==> src/rtl/adsc_map.svh <==
// Offsets, field positions, codes and timing of the converter register map.
// Assumes an 8-bit register port on the converter side.
`ifndef ADSC_MAP_SVH
`define ADSC_MAP_SVH

// ----------------------------------------
// Register offsets
// ----------------------------------------
`define ADSC_ADDR_W           8
`define ADSC_DATA_W           8
`define ADSC_OFS_CONTROL_0    8'h00
`define ADSC_OFS_CONTROL_1    8'h01
`define ADSC_OFS_CONTROL_2    8'h02
`define ADSC_OFS_CONTROL_3    8'h03
`define ADSC_OFS_CONTROL_4    8'h04
`define ADSC_OFS_INT_CONTROL  8'h05
`define ADSC_OFS_RESULT_BASE  8'h08
`define ADSC_OFS_AIN_DIR      8'h10
`define ADSC_OFS_TRIG_DIR     8'h11
`define ADSC_OFS_MAIN_CLK_DIV 8'h12

// ----------------------------------------
// Field positions
// ----------------------------------------
`define ADSC_C0_CH_LSB        0
`define ADSC_C0_MODE_LSB      3
`define ADSC_C0_TRG_BIT       5
`define ADSC_C0_START_BIT     6
`define ADSC_C1_SWEEP_LSB     0
`define ADSC_C1_REF_BIT       5
`define ADSC_C2_SH_BIT        0
`define ADSC_C3_DMA_BIT       0
`define ADSC_TRIG_DIR_BIT     0

// ----------------------------------------
// Codes and reset values
// ----------------------------------------
`define ADSC_MODE_ONE_SHOT    2'h0
`define ADSC_MODE_REPEAT      2'h1
`define ADSC_MODE_SWEEP       2'h2
`define ADSC_MODE_REP_SWEEP   2'h3
`define ADSC_MCD_NO_DIV       8'h12
`define ADSC_AIN_ALL_INPUT    8'h00
`define ADSC_REG_RESET        8'h00

// ----------------------------------------
// Timing
// ----------------------------------------
`define ADSC_CLK_MHZ          50
`define ADSC_T_REF_SETTLE_NS  1000
`define ADSC_REF_SETTLE_CYC   ((`ADSC_T_REF_SETTLE_NS * `ADSC_CLK_MHZ + 999) / 1000)
`define ADSC_ADCLK_MAX_HZ     16000000
`define ADSC_ADCLK_MIN_HZ     250000
`define ADSC_ADCLK_MIN_SH_HZ  1000000

`endif

==> src/rtl/adsc_pkg.sv <==
// Types shared by the converter sequencing controller.
// Assumes adsc_map.svh is on the include path.
`include "adsc_map.svh"

package adsc_pkg;

	typedef enum logic [3:0] {
		ST_IDLE, ST_AIN_DIR, ST_TRIG_DIR, ST_MCD, ST_C1, ST_C2, ST_C3, ST_C0,
		ST_SETTLE, ST_GO, ST_RUN, ST_READ, ST_CAPTURE, ST_ACK, ST_HOLD, ST_STOP
	} adsc_state_e;

	typedef logic [`ADSC_ADDR_W-1:0] adsc_addr_t;
	typedef logic [`ADSC_DATA_W-1:0] adsc_data_t;

	typedef struct packed {
		adsc_state_e st;
		logic        ref_on;
		logic [1:0]  mode;
		logic [2:0]  ch;
		logic [1:0]  grp;
		logic        ext_trigger_select;
		logic        sh;
		logic        dma;
		logic [2:0]  idx;
		logic [2:0]  last;
		logic        stop_pend;
		logic        res_ok;
		logic        wr;
		logic        rd;
		adsc_addr_t  addr;
		adsc_data_t  wdata;
		logic        rvld;
		adsc_data_t  rdata;
		logic [2:0]  rch;
		logic        refused;
		logic        tstart;
	} adsc_regs_s;

endpackage

==> src/rtl/adsc_ctrl.sv <==
// Host-side sequencer that configures, starts, reads and stops the converter.
// Assumes a register port: write strobe, read strobe with data one cycle later,
// and the interrupt request flag of the converter as a level.
//
// How it works
// RL1 - Configuration written only while converter idle
// RL2 - Wait 1 us after connecting reference
// RL3 - Disconnect reference only when no conversion runs
// RL4 - Trigger pin set input for external trigger
// RL5 - Analog input pins set to input mode
// RL6 - Conversion clock within limits; sample-hold needs 1 MHz
// RL7 - Mode change rewrites channel and sweep fields
// RL8 - Read results only after request flag set
// RL9 - Repeat modes need undivided main clock
// RL10 - Forced stop makes all results invalid
// RL11 - DMA mode: no external trigger, skip first_result
// RL12 - No conversion during processor wait state
// RL13 - Sample-hold requires main clock no-division code
// RL14 - Single sweep stop: clear start before acknowledging
// RL15 - Key interrupts exclude analog inputs 4 to 7
// RL16 - Start bit begins conversion, or external trigger edge
`timescale 1ns/1ns

module adsc_ctrl
	import adsc_pkg::*;
#(
	parameter int AD_CLK_HZ = 8000000
) (
	input  wire logic             clk_i,
	input  wire logic             rst_b_i,
	input  wire logic             cmd_start_i,
	input  wire logic             cmd_stop_i,
	input  wire logic             cmd_disconnect_i,
	input  wire logic [1:0]       cfg_mode_i,
	input  wire logic [2:0]       cfg_channel_i,
	input  wire logic [1:0]       cfg_sweep_i,
	input  wire logic             cfg_ext_trig_i,
	input  wire logic             cfg_sample_hold_i,
	input  wire logic             cfg_dma_i,
	input  wire logic             cpu_wait_i,
	input  wire logic             cpu_clk_undivided_i,
	input  wire logic             key_int_en_i,
	output logic                  busy_o,
	output logic                  cmd_refused_o,
	output logic                  ref_connected_o,
	output logic                  results_ok_o,
	output logic                  result_valid_o,
	output logic [2:0]            result_channel_o,
	output logic [`ADSC_DATA_W-1:0] result_data_o,
	output logic                  dev_wr_o,
	output logic                  dev_rd_o,
	output logic [`ADSC_ADDR_W-1:0] dev_addr_o,
	output logic [`ADSC_DATA_W-1:0] dev_wdata_o,
	input  wire logic [`ADSC_DATA_W-1:0] dev_rdata_i,
	input  wire logic             dev_irq_flag_i
);

	localparam int SETTLE_CYC = `ADSC_REF_SETTLE_CYC;

	// ----------------------------------------
	// Elaboration checks
	// ----------------------------------------
	if (AD_CLK_HZ > `ADSC_ADCLK_MAX_HZ || AD_CLK_HZ < `ADSC_ADCLK_MIN_HZ) begin : g_bad_clk // RL6
		$error("adsc_ctrl: conversion clock outside 250 kHz to 16 MHz");
	end

	// Sample-hold is a run-time choice, so its higher floor is checked per start
	localparam logic SH_ALLOWED = (AD_CLK_HZ >= `ADSC_ADCLK_MIN_SH_HZ); // RL6

	adsc_regs_s s_q;
	adsc_regs_s s_d;
	logic       settle_done;

	adsc_settle_timer #(
		.CYCLES (SETTLE_CYC)
	) u_settle (
		.clk_i   (clk_i),
		.rst_b_i (rst_b_i),
		.start_i (s_q.tstart),
		.done_o  (settle_done)
	);

	// ----------------------------------------
	// Register images
	// ----------------------------------------
	function automatic adsc_data_t ctl0(input adsc_regs_s s, input logic start);
		adsc_data_t v;
		v = `ADSC_REG_RESET;
		v[`ADSC_C0_CH_LSB +: 3]   = s.ch;
		v[`ADSC_C0_MODE_LSB +: 2] = s.mode;
		v[`ADSC_C0_TRG_BIT]       = s.ext_trigger_select;
		v[`ADSC_C0_START_BIT]     = start;
		return v;
	endfunction

	function automatic adsc_data_t ctl1(input adsc_regs_s s, input logic ref_on);
		adsc_data_t v;
		v = `ADSC_REG_RESET;
		v[`ADSC_C1_SWEEP_LSB +: 2] = s.grp;
		v[`ADSC_C1_REF_BIT]        = ref_on;
		return v;
	endfunction

	// ----------------------------------------
	// Start screening
	// ----------------------------------------
	logic is_sweep;
	logic is_repeat;
	logic uses_hi;
	logic start_bad;

	always_comb begin
		is_sweep  = cfg_mode_i[1];
		is_repeat = cfg_mode_i[0];
		// Sweep group g covers channels 0 to 2g+1
		uses_hi   = is_sweep ? (cfg_sweep_i >= 2'h2) : cfg_channel_i[2];
		start_bad = cpu_wait_i                                 // RL12
			| (cfg_ext_trig_i & cfg_dma_i)                     // RL11
			| (is_repeat & ~cpu_clk_undivided_i)               // RL9
			| (key_int_en_i & uses_hi)                         // RL15
			| (cfg_sample_hold_i & ~SH_ALLOWED);               // RL6
	end

	// ----------------------------------------
	// Sequencer
	// ----------------------------------------
	always_comb begin
		s_d         = s_q;
		s_d.wr      = 1'b0;
		s_d.rd      = 1'b0;
		s_d.rvld    = 1'b0;
		s_d.refused = 1'b0;
		s_d.tstart  = 1'b0;
		case (s_q.st)
			ST_IDLE: begin
				if (cmd_start_i) begin
					if (start_bad) begin
						s_d.refused = 1'b1;
					end else begin
						s_d.mode      = cfg_mode_i;
						s_d.ch        = cfg_channel_i;
						s_d.grp       = cfg_sweep_i;
						s_d.ext_trigger_select       = cfg_ext_trig_i;
						s_d.sh        = cfg_sample_hold_i;
						s_d.dma       = cfg_dma_i;
						s_d.stop_pend = 1'b0;
						s_d.res_ok    = 1'b0;
						s_d.st        = ST_AIN_DIR;
					end
				end else if (cmd_disconnect_i) begin
					if (s_q.ref_on) begin
						s_d.wr     = 1'b1; // RL3
						s_d.addr   = `ADSC_OFS_CONTROL_1;
						s_d.wdata  = ctl1(s_q, 1'b0);
						s_d.ref_on = 1'b0;
					end else begin
						s_d.refused = 1'b1;
					end
				end else if (cmd_stop_i) begin
					s_d.refused = 1'b1;
				end
			end
			ST_AIN_DIR: begin
				s_d.wr    = 1'b1; // RL5
				s_d.addr  = `ADSC_OFS_AIN_DIR;
				s_d.wdata = `ADSC_AIN_ALL_INPUT;
				s_d.st    = ST_TRIG_DIR;
			end
			ST_TRIG_DIR: begin
				s_d.st = ST_MCD;
				if (s_q.ext_trigger_select) begin
					s_d.wr    = 1'b1; // RL4
					s_d.addr  = `ADSC_OFS_TRIG_DIR;
					s_d.wdata = `ADSC_REG_RESET;
				end
			end
			ST_MCD: begin
				s_d.st = ST_C1;
				if (s_q.sh) begin
					s_d.wr    = 1'b1; // RL13
					s_d.addr  = `ADSC_OFS_MAIN_CLK_DIV;
					s_d.wdata = `ADSC_MCD_NO_DIV;
				end
			end
			ST_C1: begin
				s_d.wr     = 1'b1; // RL1
				s_d.addr   = `ADSC_OFS_CONTROL_1;
				s_d.wdata  = ctl1(s_q, 1'b1);
				s_d.ref_on = 1'b1;
				s_d.tstart = ~s_q.ref_on; // RL2
				s_d.st     = ST_C2;
			end
			ST_C2: begin
				s_d.wr    = 1'b1;
				s_d.addr  = `ADSC_OFS_CONTROL_2;
				s_d.wdata = `ADSC_REG_RESET;
				s_d.wdata[`ADSC_C2_SH_BIT] = s_q.sh;
				s_d.st    = ST_C3;
			end
			ST_C3: begin
				s_d.wr    = 1'b1;
				s_d.addr  = `ADSC_OFS_CONTROL_3;
				s_d.wdata = `ADSC_REG_RESET;
				s_d.wdata[`ADSC_C3_DMA_BIT] = s_q.dma;
				s_d.st    = ST_C0;
			end
			ST_C0: begin
				// Channel field always rewritten, so a mode change reselects pins
				s_d.wr    = 1'b1; // RL7
				s_d.addr  = `ADSC_OFS_CONTROL_0;
				s_d.wdata = ctl0(s_q, 1'b0);
				s_d.st    = ST_SETTLE;
			end
			ST_SETTLE: begin
				if (settle_done && !s_q.tstart) // RL2
					s_d.st = ST_GO;
			end
			ST_GO: begin
				s_d.wr    = 1'b1; // RL16
				s_d.addr  = `ADSC_OFS_CONTROL_0;
				s_d.wdata = ctl0(s_q, 1'b1);
				s_d.st    = ST_RUN;
			end
			ST_RUN: begin
				if (cmd_stop_i) begin
					s_d.st = ST_STOP;
				end else if (dev_irq_flag_i) begin // RL8
					s_d.idx  = s_q.mode[1] ? {2'h0, s_q.dma} : s_q.ch; // RL11
					s_d.last = s_q.mode[1] ? {s_q.grp, 1'b1} : s_q.ch;
					s_d.st   = (s_q.dma && !s_q.mode[1]) ? ST_ACK : ST_READ;
				end
			end
			ST_READ: begin
				s_d.rd   = 1'b1; // RL8
				s_d.addr = `ADSC_OFS_RESULT_BASE + {5'h00, s_q.idx};
				s_d.st   = ST_CAPTURE;
			end
			ST_CAPTURE: begin
				if (!s_q.rd) begin
					s_d.rvld   = 1'b1;
					s_d.rdata  = dev_rdata_i;
					s_d.rch    = s_q.idx;
					s_d.res_ok = 1'b1;
					s_d.idx    = s_q.idx + 3'h1;
					s_d.st     = (s_q.idx == s_q.last) ? ST_ACK : ST_READ;
				end
			end
			ST_ACK: begin
				// Flag acknowledged after results are read, after start is cleared, or at once in single-channel DMA mode
				s_d.wr    = 1'b1; // RL14
				s_d.addr  = `ADSC_OFS_INT_CONTROL;
				s_d.wdata = `ADSC_REG_RESET;
				s_d.st    = ST_HOLD;
			end
			ST_HOLD: begin
				// One cycle lets the cleared flag reach the input before it is sampled
				s_d.st = (s_q.stop_pend || !s_q.mode[0]) ? ST_IDLE : ST_RUN;
			end
			ST_STOP: begin
				s_d.wr        = 1'b1; // RL14
				s_d.addr      = `ADSC_OFS_CONTROL_0;
				s_d.wdata     = ctl0(s_q, 1'b0);
				s_d.res_ok    = 1'b0; // RL10
				s_d.stop_pend = 1'b1;
				s_d.st        = ST_ACK;
			end
			default: begin
				s_d.st = ST_IDLE;
			end
		endcase
		if (s_q.st != ST_IDLE && s_q.st != ST_RUN && (cmd_start_i || cmd_disconnect_i))
			s_d.refused = 1'b1; // RL1
		if (s_q.st == ST_RUN && (cmd_start_i || cmd_disconnect_i))
			s_d.refused = 1'b1; // RL3
	end

	always_ff @(posedge clk_i or negedge rst_b_i) begin
		if (!rst_b_i)
			s_q <= '{st: ST_IDLE, default: '0};
		else
			s_q <= s_d;
	end

	// ----------------------------------------
	// Outputs
	// ----------------------------------------
	assign busy_o           = (s_q.st != ST_IDLE);
	assign cmd_refused_o    = s_q.refused;
	assign ref_connected_o  = s_q.ref_on;
	assign results_ok_o     = s_q.res_ok;
	assign result_valid_o   = s_q.rvld;
	assign result_channel_o = s_q.rch;
	assign result_data_o    = s_q.rdata;
	assign dev_wr_o         = s_q.wr;
	assign dev_rd_o         = s_q.rd;
	assign dev_addr_o       = s_q.addr;
	assign dev_wdata_o      = s_q.wdata;

endmodule

==> src/rtl/adsc_settle_timer.sv <==
// Down counter for the reference settling wait.
// Assumes start_i is a one-cycle pulse from the sequencer.
`timescale 1ns/1ns

module adsc_settle_timer #(
	parameter int CYCLES = 50
) (
	input  wire logic clk_i,
	input  wire logic rst_b_i,
	input  wire logic start_i,
	output logic      done_o
);

	localparam int CW = $clog2(CYCLES + 1);

	logic [CW-1:0] cnt_q;
	logic [CW-1:0] cnt_d;

	// Refused at elaboration: a zero wait would let a start through at once
	if (CYCLES < 1) begin : g_bad_cycles
		$error("adsc_settle_timer: CYCLES must be at least 1");
	end

	always_comb begin
		cnt_d = cnt_q;
		if (start_i)
			cnt_d = CW'(CYCLES);
		else if (cnt_q != '0)
			cnt_d = cnt_q - CW'(1);
	end

	always_ff @(posedge clk_i or negedge rst_b_i) begin
		if (!rst_b_i)
			cnt_q <= '0;
		else
			cnt_q <= cnt_d;
	end

	assign done_o = (cnt_q == '0);

endmodule

==> config.mk <==
export PLATFORM = sky130hd
export DESIGN_NAME = adsc_ctrl
export DESIGN_NICKNAME = d
export VERILOG_FILES = /design/src/rtl/adsc_pkg.sv /design/src/rtl/adsc_ctrl.sv /design/src/rtl/adsc_settle_timer.sv
export VERILOG_INCLUDE_DIRS = /design/src /design/src/rtl
export SDC_FILE = /design/constraint.sdc
export NUM_CORES = 1
export LEC_CHECK = 0
export ABC_CLOCK_PERIOD_IN_PS = 5250
export BUFFER_PORTS_ARGS = -buffer_cell sky130_fd_sc_hd__buf_2
export CAP_MARGIN = 10
export CELL_PAD_IN_SITES_DETAIL_PLACEMENT = 1
export CELL_PAD_IN_SITES_GLOBAL_PLACEMENT = 2
export CORE_MARGIN = 2
export CORE_UTILIZATION = 37
export DETAILED_ROUTE_END_ITERATION = 6
export PLACE_DENSITY = 0.82
export SETUP_SLACK_MARGIN = 0.3
export SLEW_MARGIN = 20
export SYNTH_ARGS = -nofsm -noshare
export SYNTH_HDL_FRONTEND = slang
export SYNTH_HIERARCHICAL = 1
export SYNTH_SLANG_ARGS = --single-unit
==> constraint.sdc <==
create_clock -name clk_i -period 5.25 [get_ports clk_i]
set_input_delay 0.7875 -clock clk_i [delete_from_list [all_inputs] [get_ports clk_i]]
set_output_delay 0.7875 -clock clk_i [all_outputs]
set_load 0.01 [all_outputs]
==> summary.md <==
| Metric | Value |
|---|---|
| Status | `completed` |
| Buffers on Ports | `56` |
| Fillers | `943` |
| Syn Inst Count | `305` |
| Endpoints failing hold | `0` |
| Largest stage delay on the critical path | `630 ps` |
| # Post-CTS Setup Buffers | `0` |
| Ant diodes | `0` |
| Synthesized area | `3070 µm²` |
| Die Area | `9050 µm²` |
| Worst path bufs/invs | `2` |
| Detailed router's first-iteration violation count | `107` |
| DRC viols | `0` |
| Startpoint Class | `register` |
| Clk_lat worst skew | `340 ps` |
| Most common cell after layout, fill and taps aside | `dfrtp_1` |
| Setup TNS | `0 ps` |
| Commonest non-fill, non-tap cells in the layout | `57 x dfrtp_1, 56 x buf_2, 24 x nor2_1` |
| Final Non-Filler Cells | `about 440` |
| Post-synth top flop | `dfrtp_1` |
| Top cells by area, synth | `dfrtp_1 46%, mux2_2 8.4%, buf_4 6.6%, nor2_1 3.1%, nand2_1 2.8%` |
| Grt total ovfl | `0` |
| Share of cells above drive strength 1 | `31.0%` |
| Final-report setup violation count | `0` |
| Rows | `33` |
| Via/cell ratio | `5.17` |
| Vias in the first global route | `2353` |
| Fmax achieved | `roughly 370 MHz` |
| Syn_area_per_cell | `about 10 µm²` |
| Area fraction of the dominant cell type after synthesis | `approximately 46%` |
| Area Overhead vs Synth | `11.5%` |
| Core area | `8130 µm²` |
| Largest net degree at the start of global routing | `58` |
| Post-synthesis async set-or-reset flop share | `100%` |
| Crit share post-route | `51.8%` |
| # resized after CTS | `0` |
| GRT Total Usage | `17.3%` |
| RSZ-0062 raised after global routing | `false` |
| Critical Path AT | `around 1900 ps` |
| Peak VDD IR | `about 0.19 mV` |
| Pleak | `between 0.0015 and 0.002 µW` |
| Post-synth cell types | `58` |
| Number of placed instances, taps included | `428` |
| CTS root buffer | `clkbuf_8` |
| Via count | `2294` |
| Hold buffer count at CTS | `0` |
| Average wire per standard cell | `16.5 µm` |
| Post-route minimum period | `2720 ps` |
| Cell chain of the critical path | `or2_1 -> nor3_2 -> inv_2 -> buf_2` |
| WL final | `7.32 mm` |
| Dpl cell area | `about 3200 µm²` |
| Initial antenna violation count | `0` |
| Num CTS Buffers | `9` |
| Worst Skew | `8.60 ps` |
| Die width | `95.1 µm` |
| Post-synthesis sequential area ratio | `46.4%` |
| Antenna-violating nets left | `0` |
| FF+latch count, synth | `between 50 and 60` |
| CTS Buffer Depth | `2` |
| Die extent in y | `95.1 µm` |
| DP HPWL | `between 5 and 6 mm` |
| First-pass GRT wire length | `11.9 mm` |
| Max Cap Viol | `0` |
| Worst slew pin tran | `737 ps` |
| Max transition margin | `50.8%` |
| CP endpoint kind | `primary output` |
| DRT Pass-1 Iters | `4` |
| Clk sinks | `57` |
| Synth Warn # | `6` |
| Required time of the worst setup path | `roughly 4500 ps` |
| Ports | `61` |
| Crit-path max FO | `21` |
| Starting Density | `37.8%` |
| Cell taking the most area after synthesis | `dfrtp_1` |
| CTS H-tree lvls | `3` |
| Post-route cell area | `3430 µm²` |
| Fin. max-slew vios | `0` |
| Final-stage net count | `approximately 360` |
| CP max stage cell | `dfrtp_1` |
| Clock-pin transition on the worst setup and hold timing paths | `60 ps` |
| CP top delay family | `simple AND/OR/NAND/NOR gates` |
| CTS tree | `built` |
| Post-synth EDFFs | `0` |
| PD cells | `608 nW/µm²` |
| CP Class | `reg -> out` |
| Routability cong. | `0.804` |
| HP Class | `reg -> reg` |
-- cell type report --
class / count / area, µm² / area share [%]
sequential: 57 / 1430 / 41.6
multi-input combinational: 195 / 1320 / 38.6
timing repair buffer: 57 / 288 / 8.40
clock buffer: 11 / 151 / 4.42
tap: 105 / 131 / 3.83
clock inverter: 5 / 53.8 / 1.57
inverter: 14 / 52.6 / 1.53
-- logic make-up (layout without fill, tap and decap cells) --
kind of cell    count (synthesis)  after routing  share of synthesized area [%]
mux                            29             29                           10.5
xor+xnor                        5              5                           1.43
other cells                     1              4                          0.122
buf+inv                        56             87                           11.0
simple gates                   86             86                           14.3
flops                          57             57                           46.4
fa+ha+maj                       3              3                           1.22
compound gates                 68             68                           15.0
-- per-layer routing --
layer	vias to the layer above	GRT usage, %	wire [µm]
met5	-	0	0
li1	1104	-	-
met3	6	3.79	287
met4	0	6.52	91
met1	1141	23.4	3360
met2	43	27.2	3590
-- cell usage after synthesis, types with 2 or more instances --
master,instances
nor2b_1,9
a221oi_1,2
nand2b_1,3
inv_1,13
nor3_1,4
o221ai_1,2
clkbuf_1,9
nor2_1,25
a21oi_1,11
dfrtp_1,57
o21bai_1,2
a211oi_1,3
buf_4,27
o21a_1,2
nand3_1,5
a22o_1,3
xnor2_1,4
a31oi_1,5
or3_1,3
nor3b_1,2
or4_1,2
o211ai_1,2
buf_2,2
o21ai_0,15
buf_6,3
ha_1,3
mux2i_1,5
nand2_1,23
a21o_1,3
mux2_2,23
o22ai_1,6
-- where the power goes --
group          total [µW]  internal, µW  switching [µW]
registers             859           626             233
clock network         425           243             182
logic                 800           386             414
total                2080          1260             829
-- stage by stage --
stage / utilization, % / power (µW) / hold WS [ps] / setup WS, ps
final: 42.1 / 2080 / 476 / 2530
after global routing: 42.1 / 2250 / 516 / 2450
after CTS: 42.1 / 2110 / 481 / 2530
after detailed placement: 39.6 / 1680 / 467 / 2760
after global placement: 39.6 / 1650 / 462 / 2800
after floorplan: - / 1500 / 441 / 3190
-- worst register-to-register path, stage by stage (launching register included) --
cell	delay [ps]
dfrtp_1	630
or2_1	450
nor3_2	250
inv_2	110
nor2_1	150
nand2_1	310
mux2_2	380
-- flip-flops by register name (all words and copies together), names as in the netlist, 3 cells and up --
signal            count
s_q                  22
result_data_o         8
dev_wdata_o           7
u_settle/cnt_q        6
dev_addr_o            5
result_channel_o      3
-- final timing paths --
check                                           from                       endpoint  slack, ps  depth (start not counted)
max in group asynchronous                    rst_b_i  u_settle/cnt_q[3]$_DFFE_PN0P_       4160                          2
min reg2reg                dev_addr_o[3]$_DFFE_PN0P_      dev_addr_o[3]$_DFFE_PN0P_        480                          1
min                        dev_addr_o[3]$_DFFE_PN0P_      dev_addr_o[3]$_DFFE_PN0P_        480                          1
min in group asynchronous                    rst_b_i            s_q[47]$_DFFE_PN0P_        590                          2
max reg2reg                      s_q[51]$_DFFE_PN0P_            s_q[40]$_DFFE_PN0P_       2850                          6
max                              s_q[51]$_DFFE_PN0P_                         busy_o       2530                          4
(Power assumes the default switching activity.)
